**config.mk**
```make
export PLATFORM = sky130hd
export DESIGN_NAME = cc_comparator_control
export DESIGN_NICKNAME = d
export VERILOG_FILES = /design/src/inc/cc_pkg.sv /design/src/hw/cc_comparator_control.sv
export VERILOG_INCLUDE_DIRS = /design/src /design/src/inc
export SDC_FILE = /design/constraint.sdc
export NUM_CORES = 1
export LEC_CHECK = 0
export ABC_AREA = 1
export BUFFER_PORTS_ARGS = -buffer_cell sky130_fd_sc_hd__buf_4
export CORE_UTILIZATION = 50
export CTS_CLUSTER_DIAMETER = 60
export DETAILED_ROUTE_END_ITERATION = 10
export PLACE_DENSITY = 0.87
export SETUP_SLACK_MARGIN = 0.5
export SYNTH_ARGS = -nofsm -noshare
export SYNTH_HDL_FRONTEND = slang
export SYNTH_SLANG_ARGS = --single-unit
```
**constraint.sdc**
```tcl
create_clock -name clk -period 1 [get_ports clk]
set_input_delay 0.2 -clock clk [delete_from_list [all_inputs] [get_ports clk]]
set_output_delay 0.2 -clock clk [all_outputs]
set_load 0.01 [all_outputs]
```
**src/inc/cc_defines.svh**
```systemverilog
// Purpose: Register offsets, field positions and reset values of the comparator control block.
// Assumes: Eight-bit special function register space.
// Notes: Definitions only.
`ifndef CC_DEFINES_SVH
`define CC_DEFINES_SVH

`define CC_ADDR_MODE      8'h9D
`define CC_ADDR_CTRL      8'h9B
`define CC_ADDR_MUX       8'h9F

`define CC_MODE_RESET     8'h02
`define CC_CTRL_RESET     8'h00
`define CC_MUX_RESET      8'hFF

`define CC_MODE_SAMPLED   7
`define CC_MODE_RISE_IE   5
`define CC_MODE_FALL_IE   4
`define CC_MODE_RESP_HI   1
`define CC_MODE_RESP_LO   0

`define CC_CTRL_ON        7
`define CC_CTRL_RESULT    6
`define CC_CTRL_RISE_F    5
`define CC_CTRL_FALL_F    4
`define CC_CTRL_PHYS_HI   3
`define CC_CTRL_PHYS_LO   2
`define CC_CTRL_NHYS_HI   1
`define CC_CTRL_NHYS_LO   0

`define CC_SEL_LAST_CHAN  4'h7
`define CC_SEL_INTERNAL   4'h8

`endif

```
**src/inc/cc_pkg.sv**
```systemverilog
// Purpose: Types shared by the comparator control block and its surroundings.
// Assumes: Analog core takes one-hot channel enables.
// Notes: None.
package cc_pkg;

	typedef struct packed {
		logic       power_en;
		logic [7:0] pos_chan;
		logic       pos_ldo;
		logic [7:0] neg_chan;
		logic       neg_gnd;
		logic [1:0] pos_hyst;
		logic [1:0] neg_hyst;
		logic [1:0] resp_mode;
	} cc_analog_t;

	typedef struct packed {
		logic [7:0] addr;
		logic       wr;
		logic       rd;
		logic [7:0] wdata;
	} cc_sfr_req_t;

endpackage
```
**src/hw/cc_comparator_control.sv**
```systemverilog
// Purpose: Digital control and status logic around an analog voltage comparator.
// Assumes: Special function register strobes and overflow pulse come from logic on clk.
// Notes: The raw output path is combinational so that it works with clk stopped.
`timescale 1ns/10ps
`include "cc_defines.svh"

module cc_comparator_control (
	input  wire logic               clk,
	input  wire logic               rst_n,
	input  wire cc_pkg::cc_sfr_req_t sfr_req,
	output logic [7:0]              sfr_rdata,
	input  wire logic               cmp_raw_in,
	input  wire logic               overflow_pulse,
	output cc_pkg::cc_analog_t      analog_ctrl,
	output logic                    raw_output,
	output logic                    sync_output,
	output logic                    irq
);
	import cc_pkg::*;

	function automatic logic [8:0] decode_sel(input logic [3:0] sel);
		logic [8:0] hot;
		hot = 9'h000;
		if (sel <= `CC_SEL_LAST_CHAN) begin
			hot[sel[2:0]] = 1'b1;
		end else if (sel == `CC_SEL_INTERNAL) begin
			hot[8] = 1'b1;
		end
		return hot;
	endfunction

	logic [7:0] mode_reg;
	logic [7:0] ctrl_reg;
	logic [7:0] mux_reg;
	logic       sync_s1;
	logic       sync_s2;
	logic       sync_prev;
	logic       sampled_out;

	wire logic       wr_mode       = sfr_req.wr && (sfr_req.addr == `CC_ADDR_MODE);
	wire logic       wr_ctrl       = sfr_req.wr && (sfr_req.addr == `CC_ADDR_CTRL);
	wire logic       wr_mux        = sfr_req.wr && (sfr_req.addr == `CC_ADDR_MUX);
	wire logic       comparator_on = ctrl_reg[`CC_CTRL_ON];
	wire logic       compare_result = sync_s2 && comparator_on;
	wire logic       rise_seen     = comparator_on && sync_s2 && !sync_prev;
	wire logic       fall_seen     = comparator_on && !sync_s2 && sync_prev;
	wire logic       rise_edge_flag = ctrl_reg[`CC_CTRL_RISE_F];
	wire logic       fall_edge_flag = ctrl_reg[`CC_CTRL_FALL_F];
	wire logic       rise_irq_enable = mode_reg[`CC_MODE_RISE_IE];
	wire logic       fall_irq_enable = mode_reg[`CC_MODE_FALL_IE];
	wire logic [8:0] pos_hot       = decode_sel(mux_reg[3:0]);
	wire logic [8:0] neg_hot       = decode_sel(mux_reg[7:4]);

	// Software writes a flag as zero to clear it; a same-cycle edge still sets it.
	wire logic next_rise = rise_seen ||
		(wr_ctrl ? (rise_edge_flag && sfr_req.wdata[`CC_CTRL_RISE_F]) : rise_edge_flag);
	wire logic next_fall = fall_seen ||
		(wr_ctrl ? (fall_edge_flag && sfr_req.wdata[`CC_CTRL_FALL_F]) : fall_edge_flag);

	wire logic [7:0] next_ctrl = {
		wr_ctrl ? sfr_req.wdata[`CC_CTRL_ON] : comparator_on,
		1'b0,
		next_rise,
		next_fall,
		wr_ctrl ? sfr_req.wdata[3:0] : ctrl_reg[3:0]
	};

	// Reserved mode bits are never stored, so they always read their reset value.
	wire logic [7:0] next_mode = wr_mode ?
		{1'b0, 1'b0, sfr_req.wdata[5:4], 2'b00, sfr_req.wdata[1:0]} :
		{1'b0, 1'b0, mode_reg[5:4], 2'b00, mode_reg[1:0]};

	wire logic [7:0] mode_view = {sampled_out, mode_reg[6:0]};
	wire logic [7:0] ctrl_view = {comparator_on, compare_result, ctrl_reg[5:0]};

	wire logic [7:0] read_mux =
		(sfr_req.addr == `CC_ADDR_MODE) ? mode_view :
		(sfr_req.addr == `CC_ADDR_CTRL) ? ctrl_view :
		(sfr_req.addr == `CC_ADDR_MUX)  ? mux_reg   : 8'h00;

	always_ff @(posedge clk or negedge rst_n) begin
		if (!rst_n) begin
			mode_reg <= `CC_MODE_RESET;
			ctrl_reg <= `CC_CTRL_RESET;
			mux_reg  <= `CC_MUX_RESET;
		end else begin
			mode_reg <= next_mode;
			ctrl_reg <= next_ctrl;
			mux_reg  <= wr_mux ? sfr_req.wdata : mux_reg;
		end
	end

	always_ff @(posedge clk or negedge rst_n) begin
		if (!rst_n) begin
			sync_s1   <= 1'b0;
			sync_s2   <= 1'b0;
			sync_prev <= 1'b0;
		end else begin
			sync_s1   <= cmp_raw_in;
			sync_s2   <= sync_s1;
			sync_prev <= sync_s2;
		end
	end

	always_ff @(posedge clk or negedge rst_n) begin
		if (!rst_n) begin
			sampled_out <= 1'b0;
		end else if (overflow_pulse) begin
			sampled_out <= compare_result;
		end
	end

	always_ff @(posedge clk or negedge rst_n) begin
		if (!rst_n) begin
			sfr_rdata   <= 8'h00;
			sync_output <= 1'b0;
		end else begin
			sfr_rdata   <= sfr_req.rd ? read_mux : sfr_rdata;
			sync_output <= compare_result;
		end
	end

	// The raw path has no flip-flop so it keeps following the core with clk stopped.
	assign raw_output = cmp_raw_in && comparator_on;

	assign irq = (rise_edge_flag && rise_irq_enable) ||
		(fall_edge_flag && fall_irq_enable);

	always_comb begin
		analog_ctrl.power_en  = comparator_on;
		analog_ctrl.pos_chan  = pos_hot[7:0];
		analog_ctrl.pos_ldo   = pos_hot[8];
		analog_ctrl.neg_chan  = neg_hot[7:0];
		analog_ctrl.neg_gnd   = neg_hot[8];
		analog_ctrl.pos_hyst  = ctrl_reg[`CC_CTRL_PHYS_HI:`CC_CTRL_PHYS_LO];
		analog_ctrl.neg_hyst  = ctrl_reg[`CC_CTRL_NHYS_HI:`CC_CTRL_NHYS_LO];
		analog_ctrl.resp_mode = mode_reg[`CC_MODE_RESP_HI:`CC_MODE_RESP_LO];
	end

endmodule

```
==> implementation parameters, run 1 <==
Parameter                              Value

Status
  Outcome ... did not finish
  Last stage reached ... global routing
  First reported error ... [ERROR DPL-0038] Utilization greater than 100%, impossible to legalize

CTS
  Number of clock sinks ... 32
  Root buffer cell ... sky130_fd_sc_hd__clkbuf_4
  H-tree level count ... 2
  Num CTS Buffers ... 5
  Maximum number of buffers from clock root to sink ... 2

GRT
  Maximum number of pins on one net before global-route repair ... 33

Floorplanning
  Die Ht ... 60.6 µm
  Number of rows created at floorplan ... 20
  Effective utilization at floorplan ... 54.4%
  Die boundary width ... 60.6 µm
  Number of I/O pins ... 58

Synth
  Number of enable-type register cells in the synthesized netlist ... 0
  Most common library cells after synthesis ... sky130_fd_sc_hd__nand2_1, sky130_fd_sc_hd__inv_1, sky130_fd_sc_hd__nand3_1
  Synth warn ... 0
  Area fraction of the dominant cell type after synthesis ... 33.6%
  Post-synthesis cell type count ... 23
  Async SR Flop Fraction ... 100%
  Post-synthesis sequential element count ... 32
  Top cell type by total area after synthesis ... sky130_fd_sc_hd__dfrtp_1
  Synth Flop Type ... sky130_fd_sc_hd__dfrtp_1
  Sequential share of the synthesized area ... 47.3%
  Nets in the synthesized netlist ... 240
  Post-Syn Area per Cell ... 7.87 µm²
  Biggest area contributors in the synthesized netlist ... sky130_fd_sc_hd__dfrtp_1, sky130_fd_sc_hd__nand2_1, sky130_fd_sc_hd__dfstp_2
  Synthesized instance count ... 218
  Top-count cell post-synth ... sky130_fd_sc_hd__nand2_1
  Cell area after synthesis ... 0.00172 mm²

Place
  Count of port buffers added during placement ... 57
  Post-DP HPWL ... 3390 µm
  Post-placement cell area ... 0.00249 mm²
  Routability Congestion ... 0.908

Timing
  Classification of the worst endpoint ... primary output
  Worst endpoint from the post-global-route timing repair ... analog_ctrl[7]
[per-stage QoR]
step	utilization, %	setup WS (ns)	hold slack [ns]	instances
2_1_floorplan	-	0.0127	-0.0956	218
4_1_cts	94.5	-0.480	-0.218	362
3_3_place_gp	79.1	-0.191	0.150	333
3_5_place_dp	79.1	-0.214	0.150	333
[kinds of logic after synthesis]
kind of cell,Yosys count,synth area share (%)
compound gates,21,6.78
buf+inv,37,10.6
flops,32,47.3
simple gates,128,35.3
[repair_timing]
item | 4_1_cts
gates resized for setup | 76
setup endpoints to repair | 66
setup buffers | 20
endpoints found under the hold margin | 24
pin swaps | 30
cloned | 1
==> run 2, diff against run 1 <==
--- a/config.mk
+++ b/config.mk
@@ -8,11 +8,9 @@
 export LEC_CHECK = 0
 export ABC_AREA = 1
 export BUFFER_PORTS_ARGS = -buffer_cell sky130_fd_sc_hd__buf_4
-export CORE_UTILIZATION = 50
-export CTS_CLUSTER_DIAMETER = 60
+export CORE_UTILIZATION = 40
 export DETAILED_ROUTE_END_ITERATION = 10
-export PLACE_DENSITY = 0.87
-export SETUP_SLACK_MARGIN = 0.5
+export PLACE_DENSITY_LB_ADDON = 0.15
 export SYNTH_ARGS = -nofsm -noshare
 export SYNTH_HDL_FRONTEND = slang
 export SYNTH_SLANG_ARGS = --single-unit
==> run 2 against run 1 <==
  * The flow now finishes, with violations (negative setup slack)
  * Synthesized area is the same
  * Synthesized cell count is the same
==> implementation parameters, run 2 <==
Parameter                              Value

Synth
  Top cell type by total area after synthesis ... sky130_fd_sc_hd__dfrtp_1 (unchanged)
  Biggest area contributors in the synthesized netlist ... sky130_fd_sc_hd__dfrtp_1, sky130_fd_sc_hd__nand2_1, sky130_fd_sc_hd__dfstp_2 (unchanged)
  Async SR Flop Fraction ... 100% (unchanged)
  Synth Flop Type ... sky130_fd_sc_hd__dfrtp_1 (unchanged)
  Post-synthesis sequential element count ... 32 (unchanged)
  Nets in the synthesized netlist ... 240 (unchanged)
  Sequential share of the synthesized area ... 47.3% (unchanged)
  Post-synthesis cell type count ... 23 (unchanged)
  Synthesized instance count ... 218 (unchanged)
  Post-Syn Area per Cell ... 7.87 µm² (unchanged)
  Synth warn ... 0 (unchanged)
  Cell area after synthesis ... 0.00172 mm² (unchanged)
  Number of enable-type register cells in the synthesized netlist ... 0 (unchanged)
  Top-count cell post-synth ... sky130_fd_sc_hd__nand2_1 (unchanged)
  Most common library cells after synthesis ... sky130_fd_sc_hd__nand2_1, sky130_fd_sc_hd__inv_1, sky130_fd_sc_hd__nand3_1 (unchanged)
  Area fraction of the dominant cell type after synthesis ... 33.6% (unchanged)

Final layout
  Commonest non-fill, non-tap cell in the layout ... sky130_fd_sc_hd__buf_4
  Finished layout cell area ... 0.00274 mm²
  Proportion of layout cells with a drive suffix above 1 ... 52.1%
  Layout Nets ... 334
  Total inserted antenna cells ... 0
  Layout Utilization ... 67.4%
  Most frequent cells in the layout ... sky130_fd_sc_hd__buf_4, sky130_fd_sc_hd__nand2_1, sky130_fd_sc_hd__buf_6, sky130_fd_sc_hd__dfrtp_1, sky130_fd_sc_hd__nand3_1
  Total of fill cells in the finished design ... 339
  Final cell count without fillers ... 363
  Area added between synthesis and finish ... 59.4%

Floorplanning
  Number of rows created at floorplan ... 23 (was 20)
  Effective utilization at floorplan ... 42.3% (was 54.4%)
  Die Ht ... 67.5 µm (was 60.6 µm)
  Die boundary width ... 67.5 µm (was 60.6 µm)
  Number of I/O pins ... 58 (unchanged)
  Die area ... 0.00455 mm²
  Core area ... 0.00406 mm²

Run
  Max-cap violation count ... 0

Detailed routing
  Final wirelength ... 4510 µm
  Detail Route met3 WL ... 197 µm
  Number of nets with antenna violations after routing ... 0
  Top metal layer carrying routed signals ... met4
  Routed length per placed instance ... 12.4 µm
  Total vias in the final route ... 1733
  First-pass DRT Iterations ... 4
  DRC violation total after the first TritonRoute iteration ... 79
  Met1 wire length ... 2060 µm
  Vias per std cell ... 4.77
  DR WL met2 ... 2200 µm
  Residual DRC count ... 0

Critical path
  Maximum cell stage delay along the critical path ... 0.60 ns
  Max stage delay cell, worst path ... sky130_fd_sc_hd__dfstp_2
  Worst path depth ... 4
  Endpoint kind of the worst setup timing path ... output port
  Count of cells along the worst register-to-register path ... 6
  Cell breakdown of the critical path ... inv_4, nand2_2, nor2_1, buf_4
  CP Buf/Inv Count ... 2
  Kind of launch point of the worst setup path ... flop
  Kind of cell adding the most delay to the critical path ... flip-flops
  Crit path DAT ... 1.19 ns
  Max Fanout on Critical Path ... 4
  Critical path required time ... 0.80 ns
  Critical path class ... flop to output port

Timing
  Post-route setup slack ... -0.392 ns
  Post-route clock period utilization ... 139%
  Post-route clock skew ... 0.00403 ns
  Highest attainable clock frequency ... 719 MHz
  Headroom to the max-slew limit ... 72.3%
  Final count of negative-setup-slack endpoints ... 28
  Slew Limit Fails ... 0
  RSZ-0062 raised after global routing ... true
  Total Neg Setup Slack ... -7.68 ns
  Final min period ... 1.39 ns
  Tightest Pin Transition ... 0.415 ns
  Final hold viol count ... 0

CTS
  Maximum number of buffers from clock root to sink ... 2 (unchanged)
  Root buffer cell ... sky130_fd_sc_hd__clkbuf_8 (was sky130_fd_sc_hd__clkbuf_4)
  Number of clock sinks ... 32 (unchanged)
  Clock input transition at the sequential cells of the worst setup and hold paths ... 0.06 ns
  Num CTS Buffers ... 5 (unchanged)
  Skew-Pair Late Insertion Delay ... 0.28 ns
  TritonCTS clock tree ... built
  H-tree level count ... 2 (unchanged)

GRT
  Vias in the first global route ... 1530
  Overall routing resource usage ... 20.6%
  Wire length of the first global-routing pass ... 6780 µm
  Global route total overflow ... 0
  Maximum number of pins on one net before global-route repair ... 33
  Number of antenna violations at the first check in global routing ... 0

Place
  Count of port buffers added during placement ... 57 (unchanged)
  Routability Congestion ... 0.834 (was 0.908)
  Placed Cells ... 337 (was 333)
  Post-DP HPWL ... 3130 µm (was 3390 µm)
  Post-placement cell area ... 0.00232 mm² (was 0.00249 mm²)

Pwr
  Share of total power in sequential cells ... 47.4%
  Portion of total power attributed to the clock network ... 33.0%
  Share of total power in combinational logic ... 19.6%
  Total Power ... 3.07 mW
  Internal Pwr Total ... 2.26 mW
  Power Density ... 1120 mW/mm²
  Leakage component of the power ... 1.47 nW
  Switching part of the total power ... 26.3%
  Worst-case vdd ir drop ... 0.839 mV
  Sw Pwr ... 0.809 mW

Worst hold path
  Number of cells on the worst hold path ... 1
  Type of the tightest min-delay check ... primary input to flop

Status
  Violated checks ... negative setup slack
  Outcome ... complete, but fails checks (was did not finish)
-- run 2: cell counts after synthesis --
Identical to the previous run, type by type.
-- run 2: logic make-up after synthesis --
logic type / after synthesis / share of synthesized area, %
buffers and inverters: 37 / 10.6
DFF: 32 / 47.3
AOI/OAI and AO/OA: 21 / 6.78
and+or+nand+nor: 128 / 35.3
-- run 2: what timing repair did --
| item | 4_1_cts | 5_1_grt |
|---|---|---|
| buffers inserted | 13 | 6 |
| gates cloned | 0 | 1 |
| setup endpoints to repair | 37 | 49 |
| endpoints found under the hold margin | 23 | 0 |
| resized for setup | 40 | 21 |
| pin swaps | 18 | 4 |
| hold buffers | 1 | 0 |
-- run 2: area by class of cell --
| type | instances | area (µm²) | area share [%] |
|---|---|---|---|
| clock buffer | 8 | 90.1 | 3.29 |
| inverter | 26 | 105 | 3.84 |
| multi-input combinational | 150 | 831 | 30.4 |
| sequential | 32 | 813 | 29.7 |
| tap | 50 | 62.6 | 2.29 |
| timing repair buffer | 97 | 833 | 30.5 |
-- run 2: worst paths after layout --
| path | from | to | slack (ns) |
|---|---|---|---|
| worst max-delay path | mux_reg[1]$_DFFE_PN1P_ | analog_ctrl[21] | -0.39 |
| worst max register to register | mux_reg[2]$_DFFE_PN1P_ | sfr_rdata[2]$_DFFE_PN0P_ | -0.12 |
| min in group asynchronous | rst_n | ctrl_reg[3]$_DFFE_PN0N_ | 0.40 |
| worst min-delay path | cmp_raw_in | sync_s1$_DFF_PN0_ | 0.04 |
| max in group asynchronous | rst_n | mode_reg[1]$_DFFE_PN1P_ | 0.26 |
| worst min register to register | sync_s1$_DFF_PN0_ | sync_s2$_DFF_PN0_ | 0.36 |
-- run 2: worst register-to-register path: stages, from the launching register on --
cell,delay (ns)
sky130_fd_sc_hd__dfstp_2,0.60
sky130_fd_sc_hd__buf_4,0.14
sky130_fd_sc_hd__buf_6,0.08
sky130_fd_sc_hd__nand3_2,0.05
sky130_fd_sc_hd__o21ai_2,0.06
sky130_fd_sc_hd__nand2_1,0.06
sky130_fd_sc_hd__nand2_1,0.06
-- run 2: per-stage QoR --
stage                     setup WS [ns]  hold WS [ns]
after CTS                        -0.380        0.0243
final                            -0.392        0.0351
after global placement           -0.183         0.162
after floorplan                 -0.0129       -0.0956
after detailed placement         -0.217         0.163
after global routing             -0.436        0.0199
-- run 2: power groups by stage --
stage	Clock (mW)	Sequential, mW	Combinational [mW]
after floorplan	0	1.45	0.219
after global placement	0	1.46	0.473
after detailed placement	0	1.46	0.475
after CTS	1.04	1.45	0.567
after global routing	1.09	1.46	0.655
final	1.01	1.46	0.603
-- run 2: routing by layer --
layer	vias to the layer above	track usage [%]
met5	-	0
met4	0	7.18
met3	5	4.90
met2	43	34.3
met1	815	25.8
li1	870	-
No activity file was read; power rests on OpenSTA's default activity.
==> run 3, diff against run 2 <==
--- a/config.mk
+++ b/config.mk
@@ -8,8 +8,9 @@
 export LEC_CHECK = 0
 export ABC_AREA = 1
 export BUFFER_PORTS_ARGS = -buffer_cell sky130_fd_sc_hd__buf_4
-export CORE_UTILIZATION = 40
+export CORE_AREA = 2 2 63 65
 export DETAILED_ROUTE_END_ITERATION = 10
+export DIE_AREA = 0 0 65 67
 export PLACE_DENSITY_LB_ADDON = 0.15
 export SYNTH_ARGS = -nofsm -noshare
 export SYNTH_HDL_FRONTEND = slang
==> run 3 against run 2 <==
  * The run still ends with negative setup slack left
  * Clock skew grew 0.0012 ns
  * Sequential power is essentially flat
  * Count of clock-buffer cells in the layout down 1
  * Hold slack improved by 0.00090 ns
  * Combinational power about the same
  * Worst setup slack worse by 0.016 ns
  * Via count is 4.3% lower
  * Final cell count down 2.5%
  * Largest cell class is now multi-input combinational cells
==> implementation parameters, run 3 (synthesized netlist as in run 2, its figures left out) <==
Parameter                              Value

Critical path
  Maximum cell stage delay along the critical path ... 0.56 ns (was 0.60 ns)
  Crit path DAT ... 1.21 ns (was 1.19 ns)
  Max Fanout on Critical Path ... 4 (unchanged)
  Kind of cell adding the most delay to the critical path ... flip-flops (unchanged)
  Max stage delay cell, worst path ... sky130_fd_sc_hd__dfstp_2 (unchanged)
  Critical path class ... flop to output port (unchanged)
  CP Buf/Inv Count ... 2 (unchanged)
  Critical path required time ... 0.80 ns (about the same)
  Endpoint kind of the worst setup timing path ... output port (unchanged)
  Cell breakdown of the critical path ... inv_4, nor3_4, buf_4 (was inv_4, nand2_2, nor2_1, buf_4)
  Kind of launch point of the worst setup path ... flop (unchanged)

GRT
  Overall routing resource usage ... 19.5% (was 20.6%)
  Vias in the first global route ... 1527 (was 1530)
  Wire length of the first global-routing pass ... 6380 µm (was 6780 µm)
  Maximum number of pins on one net before global-route repair ... 33 (unchanged)
  Number of antenna violations at the first check in global routing ... 0 (unchanged)
  Global route total overflow ... 0 (unchanged)

Floorplanning
  Die area ... 0.00436 mm² (was 0.00455 mm²)
  Number of I/O pins ... 58 (unchanged)
  Number of rows created at floorplan ... 22 (was 23)
  Die Ht ... 67 µm (was 67.5 µm)
  Die boundary width ... 65 µm (was 67.5 µm)
  Core area ... 0.00361 mm² (was 0.00406 mm²)
  Effective utilization at floorplan ... 47.6% (was 42.3%)

Final layout
  Total inserted antenna cells ... 0 (unchanged)
  Layout Utilization ... 74.6% (was 67.4%)
  Proportion of layout cells with a drive suffix above 1 ... 51.3% (was 52.1%)
  Area added between synthesis and finish ... 56.9% (was 59.4%)
  Combined area of the multi-input logic cells ... 860 µm² (was 831 µm²)
  Most frequent cells in the layout ... sky130_fd_sc_hd__buf_4, sky130_fd_sc_hd__nand2_1, sky130_fd_sc_hd__buf_6, sky130_fd_sc_hd__dfrtp_1, sky130_fd_sc_hd__nand3_1 (unchanged)
  Final cell count without fillers ... 354 (was 363)
  Layout Nets ... 327 (was 334)
  Total of fill cells in the finished design ... 279 (was 339)
  Storage element area ... 812 µm² (was 813 µm²)
  Commonest non-fill, non-tap cell in the layout ... sky130_fd_sc_hd__buf_4 (unchanged)

Timing
  Final hold viol count ... 0 (unchanged)
  Tightest Pin Transition ... 0.383 ns (was 0.415 ns)
  Post-route clock skew ... 0.00518 ns (was 0.00403 ns)
  Highest attainable clock frequency ... 711 MHz (was 719 MHz)
  Headroom to the max-slew limit ... 74.4% (was 72.3%)
  Worst hold margin ... 0.0360 ns (was 0.0351 ns)
  Final min period ... 1.41 ns (was 1.39 ns)
  Final count of negative-setup-slack endpoints ... 31 (was 28)
  Total Neg Setup Slack ... -7.87 ns (was -7.68 ns)
  RSZ-0062 raised after global routing ... true (unchanged)
  Slew Limit Fails ... 0 (unchanged)
  Post-route setup slack ... -0.407 ns (was -0.392 ns)
  Post-route clock period utilization ... 141% (was 139%)

Status
  Outcome ... complete, but fails checks (unchanged)
  Violated checks ... negative setup slack (unchanged)

CTS
  TritonCTS clock tree ... built (unchanged)
  Root buffer cell ... sky130_fd_sc_hd__clkbuf_8 (unchanged)
  Skew-Pair Late Insertion Delay ... 0.28 ns (about the same)
  Clock input transition at the sequential cells of the worst setup and hold paths ... 0.06 ns (about the same)
  Num CTS Buffers ... 5 (unchanged)
  Maximum number of buffers from clock root to sink ... 2 (unchanged)
  H-tree level count ... 2 (unchanged)
  Number of clock sinks ... 32 (unchanged)

Detailed routing
  Met1 wire length ... 1670 µm (was 2060 µm)
  Top metal layer carrying routed signals ... met4 (unchanged)
  DR WL met2 ... 2110 µm (was 2200 µm)
  Routed length per placed instance ... 11.5 µm (was 12.4 µm)
  Residual DRC count ... 0 (unchanged)
  Total vias in the final route ... 1659 (was 1733)
  Number of nets with antenna violations after routing ... 0 (unchanged)
  DRC violation total after the first TritonRoute iteration ... 43 (was 79)
  First-pass DRT Iterations ... 4 (unchanged)
  Final wirelength ... 4080 µm (was 4510 µm)
  Vias per std cell ... 4.69 (was 4.77)
  Detail Route met3 WL ... 209 µm (was 197 µm)

Place
  Count of port buffers added during placement ... 57 (unchanged)
  Post-DP HPWL ... 2920 µm (was 3130 µm)
  Routability Congestion ... 0.791 (was 0.834)
  Placed Cells ... 335 (was 337)

Pwr
  Power Density ... 1110 mW/mm² (was 1120 mW/mm²)
  Leakage component of the power ... 1.47 nW (about the same)
  Worst-case vdd ir drop ... 0.739 mV (was 0.839 mV)

Run
  Max-cap violation count ... 0 (unchanged)

Worst hold path
  Type of the tightest min-delay check ... primary input to flop (unchanged)
[run 3: cell count changes in the layout (fill, tap and decap cells not counted), sizes merged]
cell / before / now
clkbuf: 8 / 7
nor2: 25 / 24
clkinv: 0 / 1
buf: 96 / 90
[run 3: worst paths after layout]
path                                        start                      end  slack, ns  cells after the start
max                        mux_reg[3]$_DFFE_PN1P_          analog_ctrl[15]      -0.41                      3
min                                    cmp_raw_in        sync_s1$_DFF_PN0_       0.04                      1
max reg2reg                mux_reg[0]$_DFFE_PN1P_   mux_reg[0]$_DFFE_PN1P_      -0.10                      4
min reg2reg                     sync_s1$_DFF_PN0_        sync_s2$_DFF_PN0_       0.35                      0
max in group asynchronous                   rst_n   mux_reg[7]$_DFFE_PN1P_       0.29                      2
min in group asynchronous                   rst_n  ctrl_reg[2]$_DFFE_PN0N_       0.39                      2
[run 3: power by group]
group / leakage, nW / internal [mW] / switching, mW
clock: 0.0422 / 0.487 / 0.445
combinational: 1.06 / 0.314 / 0.290
sequential: 0.370 / 1.39 / 0.0709
total: 1.47 / 2.19 / 0.806
[run 3: per-layer routing]
metal / up-vias / global-route usage [%]
met5: - / 0
met4: 0 / 8.78
met3: 8 / 5.24
met2: 48 / 33.9
met1: 747 / 22.4
li1: 856 / -
[run 3: final cells by class]
| type | instances | share of cell area (%) |
|---|---|---|
| Multi-Input combinational cell | 149 | 31.9 |
| Sequential cell | 32 | 30.2 |
| Timing Repair Buffer | 91 | 28.8 |
| Inverter | 26 | 3.81 |
| Clock buffer | 7 | 2.84 |
| Tap cell | 48 | 2.23 |
| Clock inverter | 1 | 0.186 |
[run 3: stage by stage]
step	worst slack (ns)	total power, mW	instance area, µm²
after floorplan	-0.0129	1.67	1730
after global placement	-0.181	1.93	2300
after detailed placement	-0.193	1.94	2300
after CTS	-0.386	2.96	2540
after global routing	-0.460	3.16	2690
final	-0.407	3.00	2690
[run 3: what timing repair did]
action,CTS,global route
pin swaps,14,17
setup buffers,9,5
hold buffers,1,0
resized for setup,32,37
cloned,0,0
hold endpoints to repair,23,0
setup endpoints to repair,35,46
